==> src/verilog/adc_readout_pkg.sv <==
// ****************************************************************
// timing and frame constants
// ****************************************************************
package adc_readout_pkg;

   localparam int CLK_PERIOD_NS = 8;
   localparam int CLK_KHZ = 125000;
   localparam int SCLK_MAX_KHZ = 4800;
   localparam int SCLK_MIN_KHZ = 100;
   // least half period rounds up so the link never exceeds its top rate
   localparam int HALF_MIN_CYCLES = (CLK_KHZ + 2 * SCLK_MAX_KHZ - 1) / (2 * SCLK_MAX_KHZ);
   // longest half period rounds down so the link never drops below its floor
   localparam int HALF_MAX_CYCLES = CLK_KHZ / (2 * SCLK_MIN_KHZ);
   localparam int T_CSW_NS = 50;
   localparam int CSW_CYCLES = (T_CSW_NS + CLK_PERIOD_NS - 1) / CLK_PERIOD_NS;
   localparam int SYNC_STAGES = 2;

   localparam int CNT_W = 10;
   localparam int BIT_W = 5;
   localparam int FRAME_W = 24;
   localparam int RESULT_W = 14;
   localparam int SUB_W = 2;
   localparam int SUB_POS = 0;
   localparam int RESULT_POS = 2;

   localparam logic [BIT_W-1:0] FRAME_CLOCKS = 5'h18;
   localparam logic [BIT_W-1:0] ACQ_END_EDGE = 5'h06;
   localparam logic [2:0] BYTE_BOUNDARY = 3'h0;
   localparam logic [CNT_W-1:0] SAMPLE_DELAY = 10'h002;

   typedef enum {
      ST_IDLE,
      ST_LEAD,
      ST_HIGH,
      ST_LOW,
      ST_GAP,
      ST_CSW
   } host_state_type;

endpackage : adc_readout_pkg

==> src/verilog/pin_sync.sv <==
`timescale 1ns/100ps
`default_nettype none
// ****************************************************************
// two-stage synchroniser for a level from a pin
// ****************************************************************
module pin_sync (
   input wire logic clk_sys,
   input wire logic rst,
   input wire logic pin_in,
   output logic pin_sync_out
);

   typedef struct packed {
      logic meta;
      logic stable;
   } sync_type;

   sync_type sync_reg;
   sync_type sync_next;

   // only the second stage may read the first
   always_comb begin
      sync_next.meta = pin_in;
      sync_next.stable = sync_reg.meta;
   end

   always_ff @(posedge clk_sys or posedge rst) begin
      if (rst) begin
         sync_reg <= '0;
      end else begin
         sync_reg <= sync_next;
      end
   end

   assign pin_sync_out = sync_reg.stable;

endmodule : pin_sync
`default_nettype wire

==> src/verilog/adc_readout_host.sv <==
`timescale 1ns/100ps
`default_nettype none
module adc_readout_host
   import adc_readout_pkg::*;
#(
   parameter int HALF_CYCLES = HALF_MIN_CYCLES,
   parameter int GAP_CYCLES = 2 * HALF_MIN_CYCLES
) (
   input wire logic clk_sys,
   input wire logic rst,
   input wire logic start,
   input wire logic byte_mode,
   input wire logic abort,
   input wire logic dout_pin,
   output logic cs_n_pin,
   output logic sclk_pin,
   output logic busy,
   output logic result_valid,
   output logic [RESULT_W-1:0] result,
   output logic [SUB_W-1:0] sub_bits,
   output logic acq_done,
   output logic aborted
);

   // ****************************************************************
   // derived counts
   // ****************************************************************
   localparam logic [CNT_W-1:0] HALF_LAST = CNT_W'(HALF_CYCLES - 1);
   localparam logic [CNT_W-1:0] GAP_LAST = CNT_W'(GAP_CYCLES - 1);
   localparam logic [CNT_W-1:0] CSW_LAST = CNT_W'(CSW_CYCLES - 1);

   // ****************************************************************
   // state
   // ****************************************************************
   typedef struct packed {
      host_state_type state;
      logic [CNT_W-1:0] cnt;
      logic [BIT_W-1:0] edges;
      logic [FRAME_W-1:0] shift;
      logic bytes;
      logic cs_n;
      logic sclk;
      logic busy;
      logic valid;
      logic [RESULT_W-1:0] result;
      logic [SUB_W-1:0] sub;
      logic acq;
      logic aborted;
   } host_type;

   host_type host_reg;
   host_type host_next;
   logic dout_sync;

   // ****************************************************************
   // data line crossing into the system clock
   // ****************************************************************
   pin_sync u_dout_sync (
      .clk_sys(clk_sys),
      .rst(rst),
      .pin_in(dout_pin),
      .pin_sync_out(dout_sync)
   );

   // ****************************************************************
   // frame sequencer
   // ****************************************************************
   always_comb begin
      host_next = host_reg;
      host_next.valid = 1'b0;
      host_next.acq = 1'b0;
      host_next.aborted = 1'b0;
      unique case (host_reg.state)
         ST_IDLE: begin
            if (start) begin
               host_next.cs_n = 1'b0;
               host_next.busy = 1'b1;
               host_next.bytes = byte_mode;
               host_next.cnt = '0;
               host_next.edges = '0;
               host_next.shift = '0;
               host_next.state = ST_LEAD;
            end
         end
         ST_LEAD: begin
            // first rise waits half a period so the first zero is settled
            if (host_reg.cnt == HALF_LAST) begin
               host_next.sclk = 1'b1;
               host_next.cnt = '0;
               host_next.state = ST_HIGH;
            end else begin
               host_next.cnt = host_reg.cnt + 1'b1;
            end
         end
         ST_HIGH: begin
            // the pin value at the rising edge reaches the sync output two cycles on
            if (host_reg.cnt == SAMPLE_DELAY) begin
               host_next.shift = {host_reg.shift[FRAME_W-2:0], dout_sync};
            end
            if (host_reg.cnt == HALF_LAST) begin
               host_next.sclk = 1'b0;
               host_next.cnt = '0;
               host_next.edges = host_reg.edges + 1'b1;
               if (host_reg.edges + 1'b1 == ACQ_END_EDGE) begin
                  host_next.acq = 1'b1;
               end
               host_next.state = ST_LOW;
            end else begin
               host_next.cnt = host_reg.cnt + 1'b1;
            end
         end
         ST_LOW: begin
            if (host_reg.cnt == HALF_LAST) begin
               host_next.cnt = '0;
               if (host_reg.edges == FRAME_CLOCKS) begin
                  // chip select rises half a period after the 24th fall
                  host_next.cs_n = 1'b1;
                  host_next.result = host_reg.shift[RESULT_POS +: RESULT_W];
                  host_next.sub = host_reg.shift[SUB_POS +: SUB_W];
                  host_next.valid = 1'b1;
                  host_next.state = ST_CSW;
               end else if (host_reg.bytes && host_reg.edges[2:0] == BYTE_BOUNDARY) begin
                  host_next.state = ST_GAP;
               end else begin
                  host_next.sclk = 1'b1;
                  host_next.state = ST_HIGH;
               end
            end else begin
               host_next.cnt = host_reg.cnt + 1'b1;
            end
         end
         ST_GAP: begin
            // clock parked low between bytes; chip select stays low
            if (host_reg.cnt == GAP_LAST) begin
               host_next.cnt = '0;
               host_next.sclk = 1'b1;
               host_next.state = ST_HIGH;
            end else begin
               host_next.cnt = host_reg.cnt + 1'b1;
            end
         end
         ST_CSW: begin
            // starts during the wait are ignored, not queued
            if (host_reg.cnt == CSW_LAST) begin
               host_next.busy = 1'b0;
               host_next.cnt = '0;
               host_next.state = ST_IDLE;
            end else begin
               host_next.cnt = host_reg.cnt + 1'b1;
            end
         end
      endcase
      // ****************************************************************
      // abort: chip select up at once, then the same high wait
      // ****************************************************************
      if (abort && host_reg.state != ST_IDLE && host_reg.state != ST_CSW) begin
         host_next.cs_n = 1'b1;
         host_next.sclk = 1'b0;
         host_next.cnt = '0;
         host_next.acq = 1'b0;
         host_next.valid = 1'b0;
         host_next.aborted = 1'b1;
         host_next.state = ST_CSW;
      end
   end

   always_ff @(posedge clk_sys or posedge rst) begin
      if (rst) begin
         host_reg.state <= ST_IDLE;
         host_reg.cnt <= '0;
         host_reg.edges <= '0;
         host_reg.shift <= '0;
         host_reg.bytes <= 1'b0;
         host_reg.cs_n <= 1'b1;
         host_reg.sclk <= 1'b0;
         host_reg.busy <= 1'b0;
         host_reg.valid <= 1'b0;
         host_reg.result <= '0;
         host_reg.sub <= '0;
         host_reg.acq <= 1'b0;
         host_reg.aborted <= 1'b0;
      end else begin
         host_reg <= host_next;
      end
   end

   // ****************************************************************
   // outputs, each a field of the state register
   // ****************************************************************
   assign cs_n_pin = host_reg.cs_n;
   assign sclk_pin = host_reg.sclk;
   assign busy = host_reg.busy;
   assign result_valid = host_reg.valid;
   assign result = host_reg.result;
   assign sub_bits = host_reg.sub;
   assign acq_done = host_reg.acq;
   assign aborted = host_reg.aborted;

endmodule : adc_readout_host
`default_nettype wire

==> config.mk <==
export PLATFORM = sky130hd
export DESIGN_NAME = adc_readout_host
export DESIGN_NICKNAME = d
export VERILOG_FILES = /design/src/verilog/adc_readout_pkg.sv /design/src/verilog/pin_sync.sv /design/src/verilog/adc_readout_host.sv
export SDC_FILE = /design/constraint.sdc
export NUM_CORES = 1
export LEC_CHECK = 0
export BUFFER_PORTS_ARGS = -buffer_cell sky130_fd_sc_hd__clkbuf_2
export CAP_MARGIN = 20
export CORE_MARGIN = 2
export CORE_UTILIZATION = 40
export CTS_CLUSTER_DIAMETER = 100
export DETAILED_ROUTE_END_ITERATION = 10
export SLEW_MARGIN = 10
export SYNTH_ARGS = -nofsm -noshare
export SYNTH_HDL_FRONTEND = slang
export SYNTH_SLANG_ARGS = --single-unit
export TNS_END_PERCENT = 100
==> constraint.sdc <==
create_clock -name clk_sys -period 6.2 [get_ports clk_sys]
set_clock_uncertainty 0.15 [all_clocks]
set_input_delay 0.31 -clock clk_sys [delete_from_list [all_inputs] [get_ports clk_sys]]
set_output_delay 0.31 -clock clk_sys [all_outputs]
set_load 0.05 [all_outputs]
Word level (Yosys, flattened, before mapping)
Index checks and enable logic that the tools add are counted.

Add/subtract/negate cells: 2. Equal/unequal tests: 25. Multiplexer cells: 37. Reductions and logical operators: 18.

Operator list (number): $pmux 42 s6 (1); $mux 32 (5); $mux 73 (1); $eq 32x2->1 const B (2); $eq 32x3->1 const B (2); $pmux 29 s2 (1); $mux 17 (3); $mux 42 (1); $eq 32x1->1 const B (1); $logic_not 32->1 (1); $ne 32x4->1 const B (1); $reduce_bool 32->1 (1); $mux 10 (3); $ne 3x3->1 const B (9); $mux 24 (1); $mux 1 (12); $reduce_and 3->1 (4); $add 10x1->10 const B (1); $eq 10x2->1 const B (1); $eq 10x3->1 const B (1); $eq 10x4->1 const B (1); $eq 10x5->1 const B (1); $ne 2x2->1 const B (4); $reduce_and 7->1 (1); other kinds (16) (23).

Register bits: 95. Input port bits: 6. Output and inout port bits: 22. Logic and storage cells: 97.

Depth between registers and ports, before layout
Gate-level depths: netlist of the first run.

Word-level depth: 7. Depth in mapped cells: 8. Mapped depth without buffers: 7.

Cells and area by module
Synthesis of the first run repeated with hierarchy kept, for this count alone.

Cells, all modules: 329. Area total of the unflattened synthesis: 3148.0 um2.

By module, submodules not included: adc_readout_host (times used 1, cells an instance 326, area each 3094.2 um2, sequential area each 1427.6 um2); pin_sync (times used 1, cells an instance 3, area each 53.8 um2, sequential area each 50.0 um2).

Worst setup path after synthesis of the first run
No wires, ideal clock.

Path kind: register -> register. From: register host_reg[52] (netlist name). To: register host_reg[64] (netlist name). Library setup time: 0.124 ns. Arrival: 1.733 ns. Data required time: 5.926 ns. Slack: 4.192 ns. Stages on the path, launching flop included: 8. Path buffers: 1. Period minus slack after synthesis: 2.008 ns. Cells stage by stage: dfrtp_1 -> ha_1 -> and4b_1 -> and3_1 -> buf_4 -> nor3_4 -> nor3_1 -> or2_1.

Longest elaborated chain between the ends: 3. Elaborated cells on any way between the ends: 9. Classes of those cells: eq/ne (8); reduce/logical (1).

RTL lines: start: declaration (line adc_readout_host.sv:51) `host_type host_reg;`; start signal: assignment (line adc_readout_host.sv:183) `host_reg <= host_next;`; $eq 10x3->1, or another cell as far along (line adc_readout_host.sv:144) `if (host_reg.cnt == CSW_LAST) begin`; $ne 3x3->1 (no source line); $reduce_and 6->1 (no source line) (*).

Mark *: on every way between the ends. The rest lies on a longest branch, timed or not. A chain may end at the register's enable or synchronous reset.

==> out/qor.yml, run 1 <==
status: "finished clean"
fin_crit_sh: 0.391
synth_seq_cells: 59
cts.hold.buffers_added: 1
gr-total-overflow: 0
synth_cell_type_count: 54
drcViolationCount: 0
cts_buffer_depth: 2
r2r_slack_ns: 3.78
fin_nets: 331
h-tree-depth: 3
grt_max_degree: 60
worstSetupStartpointType: "flop"
vias_per_cell: 5.20
hpwl_um: 3900
critPathCaptureType: "flop"
ys_seq_area_frac: 0.486
wl_per_cell_um: 13.9
rsz0062_at_grt: "false"
die_h_um: 91.2
fin_area_sq_um: 3310
path_max_fanout: 17
fin_crit_ns: 2.42
min_path_type: "primary input to async pin"
synth_fp_nets: 322
crit_slowest_cell: "dfrtp_1"
synthToLayoutAreaGrowth_pct: 8.84
num-fill-cells: 713
antenna_found_initial: 0
cellPowerDensity_nw_per_um2: 325
synthTopCellsByArea: "dfrtp_1 48%, nand2_1 6.7%, mux2_2 5.9%"
die_w_um: 91.2
placed_area_sq_um: 3130
final_antenna_net_count: 0
grt_util_all_layers: 0.154
arrival_ns: 2.51
synthFlopType: "dfrtp_1"
num_vias: 2200
netlist_instances: 310
slew_violations: 0
synth.largest_area_cell: "dfrtp_1"
die_area_sq_um: 8320
totalWireLength_um: 5870
ir_worst_vdd_mv: 0.258
port_buffers: 27
cpPeakStageDelay_ns: 0.67
drt_pass1_iterations: 4
worst_pin_slew_ns: 1.01
cts_tree: "done"
gp_congestion: 0.877
finalSetupViolations: 0
grt_first_pass_wirelength_um: 10000
startpoint: "host_reg[63]"
clock_sinks: 59
rows: 31
slew-limit-headroom: 0.318
crit_chain: "nor3b_2 > nand4_1 > nor4_1"
clkTransAtPathRegs_ns: 0.07
maxCapViolations: 0
postCtsSetupRepairBufs: 0
layout_common_cells: "58 x dfrtp_1, 54 x nand2_1, 27 x clkbuf_2"
ys_warn_count: 0
critical_path_required_ns: 6.28
fmax_mhz: 412
final_layout_size_suffix_gt1_frac: 0.222
critPathKind: "flop to flop"
clk_latency_ns: 0.34
cts_buffers: 9
grt_pass1_vias: 2023
root_buffer: "clkbuf_8"
syn_area_sq_um: 3040
diodes: 0
synth.top_cell.area_share: 0.477
fin_setup_tns_ns: 0
timing.final.hold_violations: 0
synthArstFlopShare: 1.00
design.core.area_sq_um: 7290
synth_area_per_cell_sq_um: 9.81
drt-initial-drc-count: 83
reg2reg_from: "host_reg[63]"
p_leak_nw: 1.51
cts_resized: 0
mostFrequentLayoutCell: "dfrtp_1"
io_pins: 28
largest_register_ffs: 35
initial_core_util: 0.417
synth-edff-count: 0
where the power goes:
group          switching (mW)  total, mW  internal (mW)
logic                   0.209      0.309          0.100
clock network           0.152      0.295          0.143
registers              0.0542      0.472          0.418
total                   0.416       1.08          0.661
cell usage after synthesis, types with 2 or more instances:
cell type	instances
buf_2	3
a21oi_1	9
mux2_2	16
o21ai_1	10
nand2_1	54
nand3_1	10
o22ai_1	5
a21o_1	3
and2_1	2
and4b_1	2
o21a_1	2
a221oi_1	2
nand2b_1	5
and3_1	2
buf_4	18
nor4_1	2
nor3_1	7
inv_1	10
nor2b_1	7
clkbuf_1	9
ha_1	6
o31ai_1	3
o21ai_0	18
a31oi_1	2
nor4b_1	4
xor2_1	3
dfrtp_1	58
nor2_1	12
final timing paths:
| kind | end | depth (start not counted) |
|---|---|---|
| min in group clk_sys | host_reg[22] | 3 |
| hold reg to reg | u_dout_sync.pin_sync_out | 0 |
| hold / removal | host_reg[30] | 3 |
| setup reg to reg | acq_done | 3 |
| max in group asynchronous | acq_done | 3 |
| setup / recovery | acq_done | 3 |
per-stage QoR:
stage	worst slack, ns	power, mW	utilization	std cells	hold WS [ns]
finish	3.78	1.08	0.454	423	0.0205
global route	3.46	1.15	0.454	423	0.0833
CTS	3.71	1.09	0.453	423	0.0474
detailed placement	3.72	0.786	0.429	406	0.196
global placement	3.83	0.778	0.429	406	0.182
floorplan	4.19	0.712	-	310	0.181
kinds of logic after synthesis:
logic type	share of synthesized area
and+or+nand+nor	0.202
DFF	0.486
buffers and inverters	0.0794
xor gates and xnor gates	0.0115
AOI/OAI and AO/OA	0.134
muxes	0.0625
adders and majority gates	0.0247
area by class of cell:
type / instances / area, sq um / area share
sequential: 59 / 1480 / 0.446
multi-input combinational: 208 / 1340 / 0.406
timing repair buffer: 31 / 168 / 0.0506
clock buffer: 11 / 131 / 0.0397
tap: 99 / 124 / 0.0374
inverter: 10 / 37.5 / 0.0113
clock inverter: 5 / 30.0 / 0.00907
per-layer routing:
metal  global-route usage  up-vias  routed length (um)
met3               0.0473        6                 285
met1                0.207     1062                2830
met2                0.229       51                2700
li1                     -     1081                   -
met5                    0        -                   0
met4               0.0657        0                  56
critical path: cells and delay by family (launching register included):
family	cells	cell delay [ns]
AND/OR/NAND/NOR	3	1.49
flip-flops	1	0.67
Note: power is estimated with default switching activity, not from simulation.
==> inputs of run 2 (changes only) <==
Clock period 6.2 ns to 2.4 ns, I/O delays scaled along.
==> run 2 against run 1 <==
Wire length decreased by 0.39%. Die area unchanged. Cell count increased by 2.1%. Critical path depth increased by 2. Final area increased by 4.7%.
==> out/qor.yml, run 2 (synthesis results as in run 1) <==
hold_ws_ns: 0.0979  # +0.0774 ns
cts_buffer_depth: 2  # unchanged
clock_sinks: 59  # unchanged
die_area_sq_um: 8320  # unchanged
status: "finished clean"
worst_pin_slew_ns: 0.738  # -0.271 ns
layout_common_cells: "58 x dfrtp_1, 54 x nand2_1, 27 x clkbuf_2"
num_vias: 2211  # +0.50%
fin_nets: 340  # +2.7%
die_h_um: 91.2  # unchanged
design.core.area_sq_um: 7290  # unchanged
clk_latency_ns: 0.34  # about the same
critPathTopFamily: "simple AND/OR/NAND/NOR gates"
mostFrequentLayoutCell: "dfrtp_1"
path_max_fanout: 8  # -9
die_w_um: 91.2  # unchanged
vias_per_cell: 5.12  # -1.6%
cpPeakStageDelay_ns: 0.61  # -0.06 ns
port_buffers: 27  # unchanged
grt_first_pass_wirelength_um: 10400  # +4.1%
cts_buffers: 9  # unchanged
min_path_type: "primary input to flop"
critical_path_required_ns: 2.47  # -3.81 ns
final_layout_size_suffix_gt1_frac: 0.243  # +0.0210
fmax_mhz: 463  # +12%
cp_num_buf_inv: 0  # unchanged
rsz0062_at_grt: "false"
wl_per_cell_um: 13.5  # -2.5%
h-tree-depth: 3  # unchanged
cellPowerDensity_nw_per_um2: 924  # +180%
grt_pass1_vias: 2108  # +4.2%
finalSetupViolations: 0  # unchanged
final_antenna_net_count: 0  # unchanged
fin_crit_ns: 2.16  # -0.264 ns
gr-total-overflow: 0  # unchanged
ir_worst_vdd_mv: 0.541  # +110%
io_pins: 28  # unchanged
dp_slack_ns: 0.164  # -3.56 ns
dp_cells: 412  # +1.5%
cts_tree: "done"
critPathKind: "flop to flop"
gp_congestion: 0.822  # -6.4%
hpwl_um: 3900  # about the same
maxCapViolations: 0  # unchanged
rows: 31  # unchanged
synthToLayoutAreaGrowth_pct: 13.9
root_buffer: "clkbuf_8"
drt_pass1_iterations: 6  # +2
timing.final.hold_violations: 0  # unchanged
clkTransAtPathRegs_ns: 0.06  # about the same
critPathCaptureType: "flop"
drcViolationCount: 0  # unchanged
grt_util_all_layers: 0.159  # +0.00555
stdcell_count: 432  # +2.1%
totalWireLength_um: 5840  # -0.39%
worstSetupStartpointType: "flop"
crit_slowest_cell: "or4_4"
fin_setup_tns_ns: 0  # unchanged
crit_chain: "or4_4 > o311ai_4 > o21ai_2 > nor2_4 > o22ai_1"
layout_setup_ws_ns: 0.239  # -3.54 ns
placed_area_sq_um: 3180  # +1.4%
largest_register_ffs: 35  # unchanged
slew_violations: 0  # unchanged
num-fill-cells: 728  # +2.1%
slew-limit-headroom: 0.508  # +0.190
antenna_found_initial: 0  # unchanged
drt-initial-drc-count: 109  # +31%
fin_area_sq_um: 3470  # +4.7%
arrival_ns: 2.23  # -0.28 ns
p_leak_nw: 1.60  # +5.6%
fin_crit_sh: 0.901  # +0.509
diodes: 0  # unchanged
grt_max_degree: 60  # unchanged
initial_core_util: 0.417  # unchanged
run 2: changes by cell type in the layout (fill, tap and decap cells not counted), moves of 2 or more:
cell,before,now
buf_4,3,9
bufinv_16,0,3
dlygate4sd3_1,1,4
clkbuf_1,2,0
clkinv_2,3,1
run 2: area by class of cell:
cell class,instances,area (sq um),area share
clock buffers,10,138,0.0397
clock inverters,6,111,0.0321
multi-input cells,208,1340,0.385
inverters,10,37.5,0.0108
well taps,99,124,0.0357
repair buffers,40,243,0.0700
flip-flops and latches,59,1480,0.426
run 2: final timing paths:
| path | to | startpoint | cells past startpoint | slack, ns |
|---|---|---|---|---|
| worst min-delay path | aborted | abort | 2 | 0.1 |
| max in group asynchronous | result[8] | rst | 4 | 1.25 |
| min in group asynchronous | host_reg[55] | rst | 4 | 0.37 |
| worst max register to register | host_reg[53] | host_reg[58] | 5 | 0.24 |
| worst min register to register | u_dout_sync.pin_sync_out | u_dout_sync.sync_next[0] | 0 | 0.20 |
| worst max-delay path | host_reg[53] | host_reg[58] | 5 | 0.24 |
run 2: power breakdown:
group | switching [mW] | internal [mW]
clock | 0.411 | 0.719
combinational | 0.591 | 0.305
sequential | 0.0969 | 1.08
run 2: worst register-to-register path, stage by stage (launching register included):
cell and delay (ns):
dfrtp_1 0.44, or4_4 0.61, o311ai_4 0.34, o21ai_2 0.20, nor2_4 0.19, o22ai_1 0.11
run 2: through the flow:
step,power [mW],utilization
finish,3.20,0.475
global route,3.40,0.475
CTS,3.24,0.475
detailed placement,2.09,0.435
global placement,2.08,0.435
floorplan,1.84,-
run 2: routing by layer:
layer / global-route usage / routed length [um] / vias up
li1: - / - / 1098
met1: 0.217 / 2820 / 1064
met2: 0.233 / 2720 / 42
met3: 0.0606 / 239 / 7
met4: 0.0530 / 64 / 0
met5: 0 / 0 / -
run 2: repair_timing:
item	CTS	global route
setup buffers	0	0
hold buffers	4	0
setup endpoints to repair	0	16
hold endpoints to repair	61	0
gates resized for setup	0	1
